--- config.mk ---
export PLATFORM = sky130hd
export DESIGN_NAME = pat_ctrl
export DESIGN_NICKNAME = d
export VERILOG_FILES = /design/src/logic/pat_pkg.sv /design/src/logic/pat_ctrl.sv
export SDC_FILE = /design/constraint.sdc
export NUM_CORES = 1
export LEC_CHECK = 0
export BUFFER_PORTS_ARGS = -buffer_cell sky130_fd_sc_hd__buf_2
export CORE_ASPECT_RATIO = 0.5
export CORE_MARGIN = 4
export CORE_UTILIZATION = 30
export CTS_BUF_LIST = sky130_fd_sc_hd__clkbuf_4
export CTS_CLUSTER_SIZE = 16
export DETAILED_ROUTE_END_ITERATION = 8
export SETUP_SLACK_MARGIN = 0.2
export SLEW_MARGIN = 20
export SYNTH_ARGS = -nofsm -noshare
export SYNTH_HDL_FRONTEND = slang
export SYNTH_SLANG_ARGS = --single-unit
--- constraint.sdc ---
create_clock -name sys_clk -period 2.9 [get_ports sys_clk]
set_input_delay 0.58 -clock sys_clk [delete_from_list [all_inputs] [get_ports sys_clk]]
set_output_delay 0.58 -clock sys_clk [all_outputs]
set_load 0.02 [all_outputs]
--- src/logic/pat_pkg.sv ---
// Purpose: Shared constants and carrier types for the approach / trigger timer block
// Assumes: 8-bit register port, one clock at 125 MHz
// Notes:   Register indices are byte addresses on the plain register port
package pat_pkg;
    // ----------------------------------------------------------------
    // Register map
    // ----------------------------------------------------------------
    localparam logic [3:0] ADDR_CNT_STEP   = 4'h0;
    localparam logic [3:0] ADDR_ADJUST     = 4'h1;
    localparam logic [3:0] ADDR_TMR_CTRL   = 4'h2;
    localparam logic [3:0] ADDR_PRELOAD1   = 4'h3;
    localparam logic [3:0] ADDR_PRELOAD2   = 4'h4;
    localparam logic [3:0] ADDR_PRELOAD3   = 4'h5;
    localparam logic [3:0] ADDR_TMR_COUNT  = 4'h6;
    localparam logic [3:0] ADDR_RT_PERIOD  = 4'h7;
    localparam logic [3:0] ADDR_RT_TIMES   = 4'h8;
    localparam logic [3:0] ADDR_SEC_COUNT  = 4'h9;
    localparam logic [3:0] ADDR_SEC_CTRL   = 4'ha;
    localparam logic [3:0] ADDR_MODE       = 4'hb;
    localparam logic [3:0] ADDR_SEC_WIDTH  = 4'hc;
    localparam logic [3:0] ADDR_SEC_END    = 4'hd;
    localparam logic [3:0] ADDR_SEC_INCR   = 4'he;
    // ----------------------------------------------------------------
    // Field positions
    // ----------------------------------------------------------------
    localparam int CNT_LSB      = 3;
    localparam int STEP_LSB     = 0;
    localparam int HWSRC_BIT    = 7;
    localparam int REPEAT_LSB   = 4;
    localparam int CADJ_LSB     = 2;
    localparam int SADJ_LSB     = 0;
    localparam int RUN_BIT      = 4;
    localparam int EDGE_BIT     = 3;
    localparam int PSC_LSB      = 0;
    localparam int RTON_BIT     = 7;
    localparam int SECON_BIT    = 7;
    localparam int MODE_BIT     = 0;
    localparam int LOCK_BIT     = 1;
    localparam int PHASE_LSB    = 2;
    localparam logic [7:0] RESET_VAL = 8'h00;
    // ----------------------------------------------------------------
    // Codes
    // ----------------------------------------------------------------
    localparam logic [1:0] ADJ_INC = 2'h2;
    localparam logic [1:0] ADJ_DEC = 2'h3;
    localparam logic [1:0] PH_T1T2 = 2'h1;
    localparam logic [1:0] PH_T2T3 = 2'h2;
    localparam logic [1:0] CNT_MIN = 2'h0;
    localparam logic [1:0] CNT_MAX = 2'h3;
    localparam logic [9:0] PSC_BASE = 10'h07f;
    localparam int         RT_UNIT = 8;
    typedef enum logic [1:0] {
        PAT_SEC_OFF   = 2'b00,
        PAT_SEC_COPY  = 2'b01,
        PAT_SEC_FIXED = 2'b10,
        PAT_SEC_GROW  = 2'b11
    } pat_sec_mode_t;
    // Register port request
    typedef struct packed {
        logic [3:0] addr;
        logic [7:0] wdata;
        logic       wr;
        logic       rd;
    } pat_bus_t;
endpackage

--- src/logic/pat_ctrl.sv ---
// Purpose: Approach sequencing, trigger timer, software re-trigger, secondary pulse
// Assumes: Single clock sys_clk; high-speed clock equals sys_clk; overvoltage pin passes two flops
// Notes:   Notes on behaviour follow
// Notes on behaviour
// - Trigger-count code 00..11 means one to four triggers.
// - Approach-step code 000..111 means step one to eight.
// - Approach-repeat code 000..111 means one to eight change steps.
// - Count adjust 00/01 hold, 10 increment, 11 decrement at each step.
// - Trigger-count stuck at 00 or 11 never moves on a change step; a software write still loads it.
// - Hardware mode: count adjust direction flips between t1-t2 and t2-t3.
// - Step adjust 00/01 hold, 10 increment, 11 decrement at each step.
// - Step field saturates at 111 and 000.
// - Hardware mode: step adjust direction flips between t1-t2 and t2-t3.
// - Run bit starts timer; writes ignored in hardware mode with overvoltage source.
// - Edge bit 0 picks rising, 1 picks falling overvoltage edge.
// - Timer ticks at fast clock over 128, 256, 512 or 1024.
// - Three 8-bit read-write preload registers, reset to zero.
// - Current timer count is readable, resets to zero.
// - Re-trigger count reached clears enable and raises interrupt.
// - Re-triggers spaced by (setting+1)*8 clocks; setting never zero (a zero setting is accepted and gives 8 clocks).
// - Seven-bit re-trigger count register, top bit reads zero.
// - Secondary width counter idle and zero in modes 00 and 01.
// - Secondary output low while secondary enable is zero.
// - Modes: 00 zero, 01 copy, 10 fixed width, 11 growing width.
// - Secondary pulse starts only with enabled main pulse.
// - Hardware source bit: 0 overvoltage edge, 1 run bit rising.
// - Mode bit 0-to-1 clears run bit and reloads timer from first preload.
// - Lock flag blocks software writes to count and step, and strobe updates of target.
`timescale 1ns/10ps
module pat_ctrl (
    // Clock and reset
    input  wire logic             sys_clk,
    input  wire logic             resetn,
    // Register port
    input  wire pat_pkg::pat_bus_t bus,
    output logic [7:0]            rdata,
    // Main pulse generator and pins
    input  wire logic             main_pulse_gen_on,
    input  wire logic             main_pulse,
    input  wire logic             overvoltage_event,
    input  wire logic             register_lock_flag,
    input  wire logic [1:0]       approach_phase,
    input  wire logic             approach_step_strobe,
    // Outputs
    output logic                  secondary_pulse,
    output logic                  retrigger_pulse,
    output logic                  retrigger_irq,
    output logic                  timer_trigger,
    output logic [2:0]            trigger_count_val,
    output logic [3:0]            approach_step_val,
    output logic [3:0]            approach_repeat_val,
    output logic [7:0]            approach_target
);
    typedef struct packed {
        logic [7:0] target;
        logic [1:0] cnt;
        logic [2:0] step;
        logic       hwsrc;
        logic [6:0] adj;
        logic [4:0] tmc;
        logic [7:0] pre1, pre2, pre3;
        logic [7:0] tmr;
        logic [9:0] psc;
        logic [7:0] rt;
        logic [6:0] rtn;
        logic [6:0] rtdone;
        logic [9:0] rtdiv;
        logic [7:0] sec_ctrl;
        logic [7:0] sec_w, sec_e, sec_i, sec_cur, sec_cnt;
        logic       sec_out;
        logic       mode;
        logic [1:0] ov_s;
        logic       ov_prev;
        logic       mp_prev;
        logic [7:0] rdata;
        logic       rt_pulse, irq, trig;
        logic [2:0] cnt_v;
        logic [3:0] step_v, rep_v;
    } pat_st_t;
    pat_st_t st, next_st;
    logic       hw_mode, ov_rise, ov_fall, ov_hit, tick, run_rise, step_up, step_dn, cnt_up, cnt_dn;
    logic       write_run, mp_rise;
    logic [9:0] psc_lim;
    // Adjust direction, reversed in the t2-t3 window of hardware mode
    function automatic logic [1:0] adj_dir(input logic [1:0] code, input logic hw, input logic [1:0] ph);
        logic [1:0] d;
        d = 2'b00;
        if (code == pat_pkg::ADJ_INC)
            d = 2'b01;
        else if (code == pat_pkg::ADJ_DEC)
            d = 2'b10;
        if (hw && ph == pat_pkg::PH_T2T3)
            d = {d[0], d[1]};
        else if (hw && ph != pat_pkg::PH_T1T2)
            d = 2'b00;
        return d;
    endfunction
    // ----------------------------------------------------------------
    // Decoded values and events
    // ----------------------------------------------------------------
    assign hw_mode = st.mode;
    assign ov_rise = st.ov_s[1] && !st.ov_prev;
    assign ov_fall = !st.ov_s[1] && st.ov_prev;
    assign ov_hit  = st.tmc[pat_pkg::EDGE_BIT] ? ov_fall : ov_rise;
    // Limit is (128 << code) - 1; the top code wraps through zero in ten bits on purpose
    assign psc_lim = ((pat_pkg::PSC_BASE + 10'h001) << st.tmc[pat_pkg::PSC_LSB +: 2]) - 10'h001;
    assign tick    = (st.psc == psc_lim);
    assign mp_rise = main_pulse && !st.mp_prev;
    assign write_run = bus.wr && bus.addr == pat_pkg::ADDR_TMR_CTRL;
    assign run_rise  = write_run && bus.wdata[pat_pkg::RUN_BIT] && !st.tmc[pat_pkg::RUN_BIT];
    assign {cnt_dn, cnt_up} = adj_dir(st.adj[pat_pkg::CADJ_LSB +: 2], hw_mode, approach_phase);
    assign {step_dn, step_up} = adj_dir(st.adj[pat_pkg::SADJ_LSB +: 2], hw_mode, approach_phase);
    // ----------------------------------------------------------------
    // Next state
    // ----------------------------------------------------------------
    always_comb begin
        next_st = st;
        next_st.ov_s    = {st.ov_s[0], overvoltage_event};
        next_st.ov_prev = st.ov_s[1];
        next_st.mp_prev = main_pulse;
        next_st.rt_pulse = 1'b0;
        next_st.irq      = 1'b0;
        next_st.trig     = 1'b0;
        // Prescaler and timer count
        // Evaluated first so that a reload further down wins over a tick in the same cycle
        if (st.tmc[pat_pkg::RUN_BIT]) begin
            next_st.psc = tick ? 10'h000 : st.psc + 10'h001;
            if (tick)
                next_st.tmr = st.tmr + 8'h01;
        end else begin
            next_st.psc = 10'h000;
        end
        // Software writes
        if (bus.wr) begin
            unique case (bus.addr)
                pat_pkg::ADDR_CNT_STEP: begin
                    if (!register_lock_flag) begin
                        next_st.cnt  = bus.wdata[pat_pkg::CNT_LSB +: 2];
                        next_st.step = bus.wdata[pat_pkg::STEP_LSB +: 3];
                    end
                    next_st.hwsrc = bus.wdata[pat_pkg::HWSRC_BIT];
                end
                pat_pkg::ADDR_ADJUST:   next_st.adj = bus.wdata[6:0];
                pat_pkg::ADDR_TMR_CTRL: begin
                    next_st.tmc[3:0] = bus.wdata[3:0];
                    if (!(hw_mode && !st.hwsrc))
                        next_st.tmc[pat_pkg::RUN_BIT] = bus.wdata[pat_pkg::RUN_BIT];
                end
                pat_pkg::ADDR_PRELOAD1:  next_st.pre1 = bus.wdata;
                pat_pkg::ADDR_PRELOAD2:  next_st.pre2 = bus.wdata;
                pat_pkg::ADDR_PRELOAD3:  next_st.pre3 = bus.wdata;
                pat_pkg::ADDR_RT_PERIOD: begin
                    next_st.rt = bus.wdata;
                    next_st.rtdone = 7'h00;
                    next_st.rtdiv  = 10'h000;
                end
                pat_pkg::ADDR_RT_TIMES:  next_st.rtn = bus.wdata[6:0];
                pat_pkg::ADDR_SEC_CTRL:  next_st.sec_ctrl = {bus.wdata[pat_pkg::SECON_BIT], 5'h00, bus.wdata[1:0]};
                pat_pkg::ADDR_MODE: begin
                    next_st.mode = bus.wdata[pat_pkg::MODE_BIT];
                    if (!register_lock_flag && bus.wdata[pat_pkg::LOCK_BIT])
                        next_st.target = next_st.target;
                    if (bus.wdata[pat_pkg::MODE_BIT] && !st.mode) begin
                        next_st.tmc[pat_pkg::RUN_BIT] = 1'b0;
                        next_st.tmr = st.pre1;
                    end
                end
                pat_pkg::ADDR_SEC_WIDTH: next_st.sec_w = bus.wdata;
                pat_pkg::ADDR_SEC_END:   next_st.sec_e = bus.wdata;
                pat_pkg::ADDR_SEC_INCR:  next_st.sec_i = bus.wdata;
                default: ;
            endcase
        end
        // Approach change steps from the sequencer
        if (approach_step_strobe) begin
            if (cnt_up && st.cnt != pat_pkg::CNT_MIN && st.cnt != pat_pkg::CNT_MAX)
                next_st.cnt = st.cnt + 2'h1;
            else if (cnt_dn && st.cnt != pat_pkg::CNT_MIN && st.cnt != pat_pkg::CNT_MAX)
                next_st.cnt = st.cnt - 2'h1;
            if (step_up && st.step != 3'h7)
                next_st.step = st.step + 3'h1;
            else if (step_dn && st.step != 3'h0)
                next_st.step = st.step - 3'h1;
            if (!register_lock_flag)
                next_st.target = st.target + {5'h00, st.step} + 8'h01;
        end
        // Timer trigger: overvoltage edge or run-bit rise in hardware mode, run-bit rise alone in software mode
        if (hw_mode && ((!st.hwsrc && ov_hit) || (st.hwsrc && run_rise))) begin
            next_st.tmc[pat_pkg::RUN_BIT] = 1'b1;
            next_st.tmr  = st.pre1;
            next_st.trig = 1'b1;
        end else if (!hw_mode && run_rise) begin
            next_st.trig = 1'b1;
        end
        // Software re-trigger period and count
        if (st.rt[pat_pkg::RTON_BIT]) begin
            if (st.rtdiv == {st.rt[6:0], 3'h7}) begin
                next_st.rtdiv    = 10'h000;
                next_st.rt_pulse = 1'b1;
                next_st.rtdone   = st.rtdone + 7'h01;
                if (st.rtdone + 7'h01 >= st.rtn) begin
                    next_st.rt[pat_pkg::RTON_BIT] = 1'b0;
                    next_st.irq = 1'b1;
                end
            end else begin
                next_st.rtdiv = st.rtdiv + 10'h001;
            end
        end
        // Secondary pulse
        if (!st.sec_ctrl[pat_pkg::SECON_BIT] || !main_pulse_gen_on) begin
            next_st.sec_out = 1'b0;
            next_st.sec_cnt = 8'h00;
        end else begin
            unique case (pat_pkg::pat_sec_mode_t'(st.sec_ctrl[1:0]))
                pat_pkg::PAT_SEC_OFF: begin
                    next_st.sec_out = 1'b0;
                    next_st.sec_cnt = 8'h00;
                end
                pat_pkg::PAT_SEC_COPY: begin
                    next_st.sec_out = main_pulse;
                    next_st.sec_cnt = 8'h00;
                end
                default: begin
                    if (mp_rise) begin
                        next_st.sec_out = 1'b1;
                        next_st.sec_cnt = 8'h00;
                        if (st.sec_ctrl[1:0] == 2'b10)
                            next_st.sec_cur = st.sec_w;
                        else if (st.sec_cur < st.sec_e)
                            next_st.sec_cur = st.sec_cur + st.sec_i;
                    end else if (st.sec_out) begin
                        next_st.sec_cnt = st.sec_cnt + 8'h01;
                        if (st.sec_cnt + 8'h01 >= st.sec_cur)
                            next_st.sec_out = 1'b0;
                    end
                end
            endcase
        end
        // Decoded views, registered with the fields so the outputs come from flops
        next_st.cnt_v  = {1'b0, next_st.cnt} + 3'h1;
        next_st.step_v = {1'b0, next_st.step} + 4'h1;
        next_st.rep_v  = {1'b0, next_st.adj[pat_pkg::REPEAT_LSB +: 3]} + 4'h1;
        // Read data, one cycle after the strobe
        next_st.rdata = 8'h00;
        if (bus.rd) begin
            unique case (bus.addr)
                pat_pkg::ADDR_CNT_STEP:  next_st.rdata = {st.hwsrc, 2'b00, st.cnt, st.step};
                pat_pkg::ADDR_ADJUST:    next_st.rdata = {1'b0, st.adj};
                pat_pkg::ADDR_TMR_CTRL:  next_st.rdata = {3'b000, st.tmc[4:3], 1'b0, st.tmc[1:0]};
                pat_pkg::ADDR_PRELOAD1:  next_st.rdata = st.pre1;
                pat_pkg::ADDR_PRELOAD2:  next_st.rdata = st.pre2;
                pat_pkg::ADDR_PRELOAD3:  next_st.rdata = st.pre3;
                pat_pkg::ADDR_TMR_COUNT: next_st.rdata = st.tmr;
                pat_pkg::ADDR_RT_PERIOD: next_st.rdata = st.rt;
                pat_pkg::ADDR_RT_TIMES:  next_st.rdata = {1'b0, st.rtn};
                pat_pkg::ADDR_SEC_COUNT: next_st.rdata = st.sec_cnt;
                pat_pkg::ADDR_SEC_CTRL:  next_st.rdata = st.sec_ctrl;
                pat_pkg::ADDR_MODE:      next_st.rdata = {4'h0, approach_phase, register_lock_flag, st.mode};
                pat_pkg::ADDR_SEC_WIDTH: next_st.rdata = st.sec_w;
                pat_pkg::ADDR_SEC_END:   next_st.rdata = st.sec_e;
                pat_pkg::ADDR_SEC_INCR:  next_st.rdata = st.sec_i;
                default:                 next_st.rdata = 8'h00;
            endcase
        end
    end
    // ----------------------------------------------------------------
    // State register
    // ----------------------------------------------------------------
    always_ff @(posedge sys_clk or negedge resetn) begin
        if (!resetn) begin
            // Decoded views show the value of code zero out of reset
            st        <= '0;
            st.cnt_v  <= 3'h1;
            st.step_v <= 4'h1;
            st.rep_v  <= 4'h1;
        end else begin
            st <= next_st;
        end
    end
    // Outputs straight from flops
    assign rdata               = st.rdata;
    assign secondary_pulse     = st.sec_out;
    assign retrigger_pulse     = st.rt_pulse;
    assign retrigger_irq       = st.irq;
    assign timer_trigger       = st.trig;
    assign trigger_count_val   = st.cnt_v;
    assign approach_step_val   = st.step_v;
    assign approach_repeat_val = st.rep_v;
    assign approach_target     = st.target;
    // ----------------------------------------------------------------
    // Checks
    // ----------------------------------------------------------------
    property p_lock_holds;
        @(posedge sys_clk) disable iff (!resetn)
        (register_lock_flag && !approach_step_strobe) |=> (st.cnt == $past(st.cnt));
    endproperty
    a_lock_holds: assert property (p_lock_holds) else $error("Locked count changed");
    property p_sec_off;
        @(posedge sys_clk) disable iff (!resetn)
        !st.sec_ctrl[pat_pkg::SECON_BIT] |=> !secondary_pulse;
    endproperty
    a_sec_off: assert property (p_sec_off) else $error("Secondary pulse while off");
    property p_step_sat;
        @(posedge sys_clk) disable iff (!resetn)
        (st.step == 3'h7 && step_up && approach_step_strobe) |=> st.step == 3'h7;
    endproperty
    a_step_sat: assert property (p_step_sat) else $error("Step wrapped past max");
    property p_cnt_fixed;
        @(posedge sys_clk) disable iff (!resetn)
        (st.cnt == pat_pkg::CNT_MAX && !bus.wr) |=> st.cnt == pat_pkg::CNT_MAX;
    endproperty
    a_cnt_fixed: assert property (p_cnt_fixed) else $error("Stuck count moved");
    property p_irq_clears;
        @(posedge sys_clk) disable iff (!resetn)
        retrigger_irq |-> !st.rt[pat_pkg::RTON_BIT];
    endproperty
    a_irq_clears: assert property (p_irq_clears) else $error("Enable kept after irq");
    property p_sec_cnt_zero;
        @(posedge sys_clk) disable iff (!resetn)
        (st.sec_ctrl[1] == 1'b0) |=> st.sec_cnt == 8'h00;
    endproperty
    a_sec_cnt_zero: assert property (p_sec_cnt_zero) else $error("Width counter moved");
    property p_no_main;
        @(posedge sys_clk) disable iff (!resetn)
        !main_pulse_gen_on |=> !secondary_pulse;
    endproperty
    a_no_main: assert property (p_no_main) else $error("Secondary without main");
    property p_timer_idle;
        @(posedge sys_clk) disable iff (!resetn)
        (!st.tmc[pat_pkg::RUN_BIT] && !next_st.trig && !bus.wr) |=> st.tmr == $past(st.tmr);
    endproperty
    a_timer_idle: assert property (p_timer_idle) else $error("Timer moved while stopped");
endmodule

==> metrics.cfg <==
[run_status]
status = completed

[synth]
yosys.area.top_type_share_pct = 44.0
syn_nets = 1030
synth_warnings = 0
synth_seq_cells = 170
synth-seq-area-share_pct = 44.9
syn_area_mm2 = 0.00949
netlist_instances = 959
synth.largest_area_cell = dfrtp_1
synthArstFlopShare_pct = 100
synth_ff_type = dfrtp_1
syn_avg_cell_area_um2 = 9.89
ys_types = 68
synth-edff-count = 0
synth_area_leaders = dfrtp_1 (44%), mux2_2 (6.9%), ha_1 (6.1%), nand2_1 (4.9%), o21ai_0 (3.3%)

[placed_design]
post_dp_cell_area_mm2 = 0.0101
dp_cells = 1396
place_ws_ps = 402
place_hpwl_mm = 19.8
io_buffers = 53
gp_congestion = 0.883

[sta]
period_share_pct = 82.7
hold_viol_final = 0
slew_violations = 0
layout_setup_ws_ps = 501
clock_skew_ps = 33.3
fin_crit_ps = 2400
fin_tns_setup_ps = 0
relSlewSlack_pct = 57.2
clock.fmax_mhz = 417
finalSetupViolations = 0
worst_pin_slew_ps = 641
rsz0062_at_grt = false

[critical_path]
cp.arrival_ps = 2890
crit_fanout = 6
crit_chain = inv_1, ha_1, inv_1, o21ai_0, a311o_1, a21bo_2, o21ai_0, a22o_1, inv_1, ha_1, xor2_1
cp_num_cells = 11
r2r_start = st[164]
critPathLaunchType = flop
cp.buffers_inverters = 3
r2r_end = approach_step_val[2]
end_kind = flop
path_common_cell = inv_1
rr_worst_depth = 11
r2r_slack_ps = 500
cp_slowest_cell = dfrtp_1
crit_family = compound AO/OA/AOI/OAI gates
critPathMaxStageDelay_ps = 570
worstPathRequired_ps = 3400
crit_type = reg -> reg

[drt]
drt_iter0_drc = 629
firstDrtPassIters = 5
post_drt_via_cell_ratio = 4.95
wl_per_cell_um = 18.7
finalWirelength_mm = 26.7
ant_nets = 0
drc = 0
vias = 7080

[clock_tree]
clkTransAtPathRegs_ps = 170
cts_setup_buffers = 0
tritoncts = built
clkLatencyLatePin_ps = 590
holdBufCountCts = 1
cts_max_level = 4
root_buffer = clkbuf_4
cts_resized = 0
cts.path.max_buffers = 2
cts_buffers = 17
numClockSinks = 170

[global_routing]
grt_pass1_vias = 7194
grt_overflow = 0
grt.total_usage_pct = 15.7
grt_pass1_wl_mm = 42.0
grt_max_degree = 69
antenna_found_initial = 1

[hold_path]
min_from = overvoltage_event
holdPathStages = 1
hp-class = in -> reg
hold-path-endpoint = next_st[25]

[power]
powerDensity_mw_per_mm2 = 726
ir_drop_mv = 0.224
p_leak_nw = 4.81

[floorplan]
die_w_um = 260
die_h_um = 134
core_area_mm2 = 0.0307
io_pins = 54
start_util_pct = 30.9
die_area_mm2 = 0.0347
row_count = 45

[flow_run]
max_cap_violations = 0

[cells_and_area]
layout-drive-gt1-share_pct = 19.3
fin_cells = 1430
area_growth_pct = 10.1
fin_area_mm2 = 0.0105
layout.nets = 1064

[where the power goes]
part	internal, mW	switching (mW)
Combinational	1.11	1.37
Sequential	2.96	0.684
Clock	0.553	0.900
[sequential cells by signal, indices dropped and copies added, names as in the netlist]
signal and count:
approach_repeat_val 4, hw_mode 1, rdata 8, approach_step_val 4, secondary_pulse 1, retrigger_pulse 1, st 136, retrigger_irq 1
approach_target 8, next_st 2, trigger_count_val 3, timer_trigger 1
[Yosys cell counts (all sizes together), types with 14 or more instances]
cell      n
nor2b    16
buf      43
nor2     69
dfrtp   167
nand2b   14
nand2   126
mux2i    25
nand3    42
a21oi    37
inv      42
and3     17
clkbuf   21
xor2     35
xnor2    24
mux2     58
ha       46
o21ai    70
[how the worst max path moves through the flow]
stage	to	startpoint	slack, ps
after floorplan	approach_step_val[2]	bus[10]	710
after CTS	approach_step_val[2]	st[164]	520
final	approach_step_val[2]	st[164]	500
after detailed placement	st[122]	bus[10]	400
after global placement	st[119]	bus[10]	340
after global routing	approach_step_val[2]	st[164]	350
[area by class of cell]
cell class | count | area (um2)
Fill cell | 3177 | 20300
Multi-Input combinational cell | 683 | 4700
Sequential cell | 170 | 4260
Tap cell | 423 | 529
Timing Repair Buffer | 79 | 507
Inverter | 42 | 158
Clock buffer | 20 | 150
Clock inverter | 12 | 143
Antenna cell | 1 | 2.50
[stage by stage]
step	util (%)	power (mW)	hold WS [ps]
finish	34.0	7.59	137
global placement	33.0	6.09	334
global route	34.0	8.14	97.4
detailed placement	33.0	6.18	337
floorplan	-	5.43	284
CTS	34.0	7.64	94.3
[cell families after synthesis]
logic type,synth area share (%)
fa+ha+maj,6.49
compound gates,11.5
buf+inv,5.55
mux,10.3
xor+xnor,5.45
flops,44.9
simple gates,15.9
[placed cells by master (no fill, tap or decap), types with 14 or more instances in the layout]
cell type,n
a21oi_1,37
and3_1,17
buf_2,52
buf_4,22
clkbuf_4,20
dfrtp_1,167
ha_1,46
inv_1,42
mux2_2,58
mux2i_1,24
nand2_1,125
nand2b_1,14
nand3_1,42
nor2_1,62
nor2b_1,16
o21ai_0,62
xnor2_1,24
xor2_1,35
[routing by layer]
layer  up-vias  routed length (um)  track usage, %
met5         -                   0               0
met4         0                 712            5.27
met3        36                1080            2.89
met2       129               12400            25.5
met1      3549               12600            21.1
li1       3366                   -               -
Note: power is estimated with default switching activity, not from simulation.
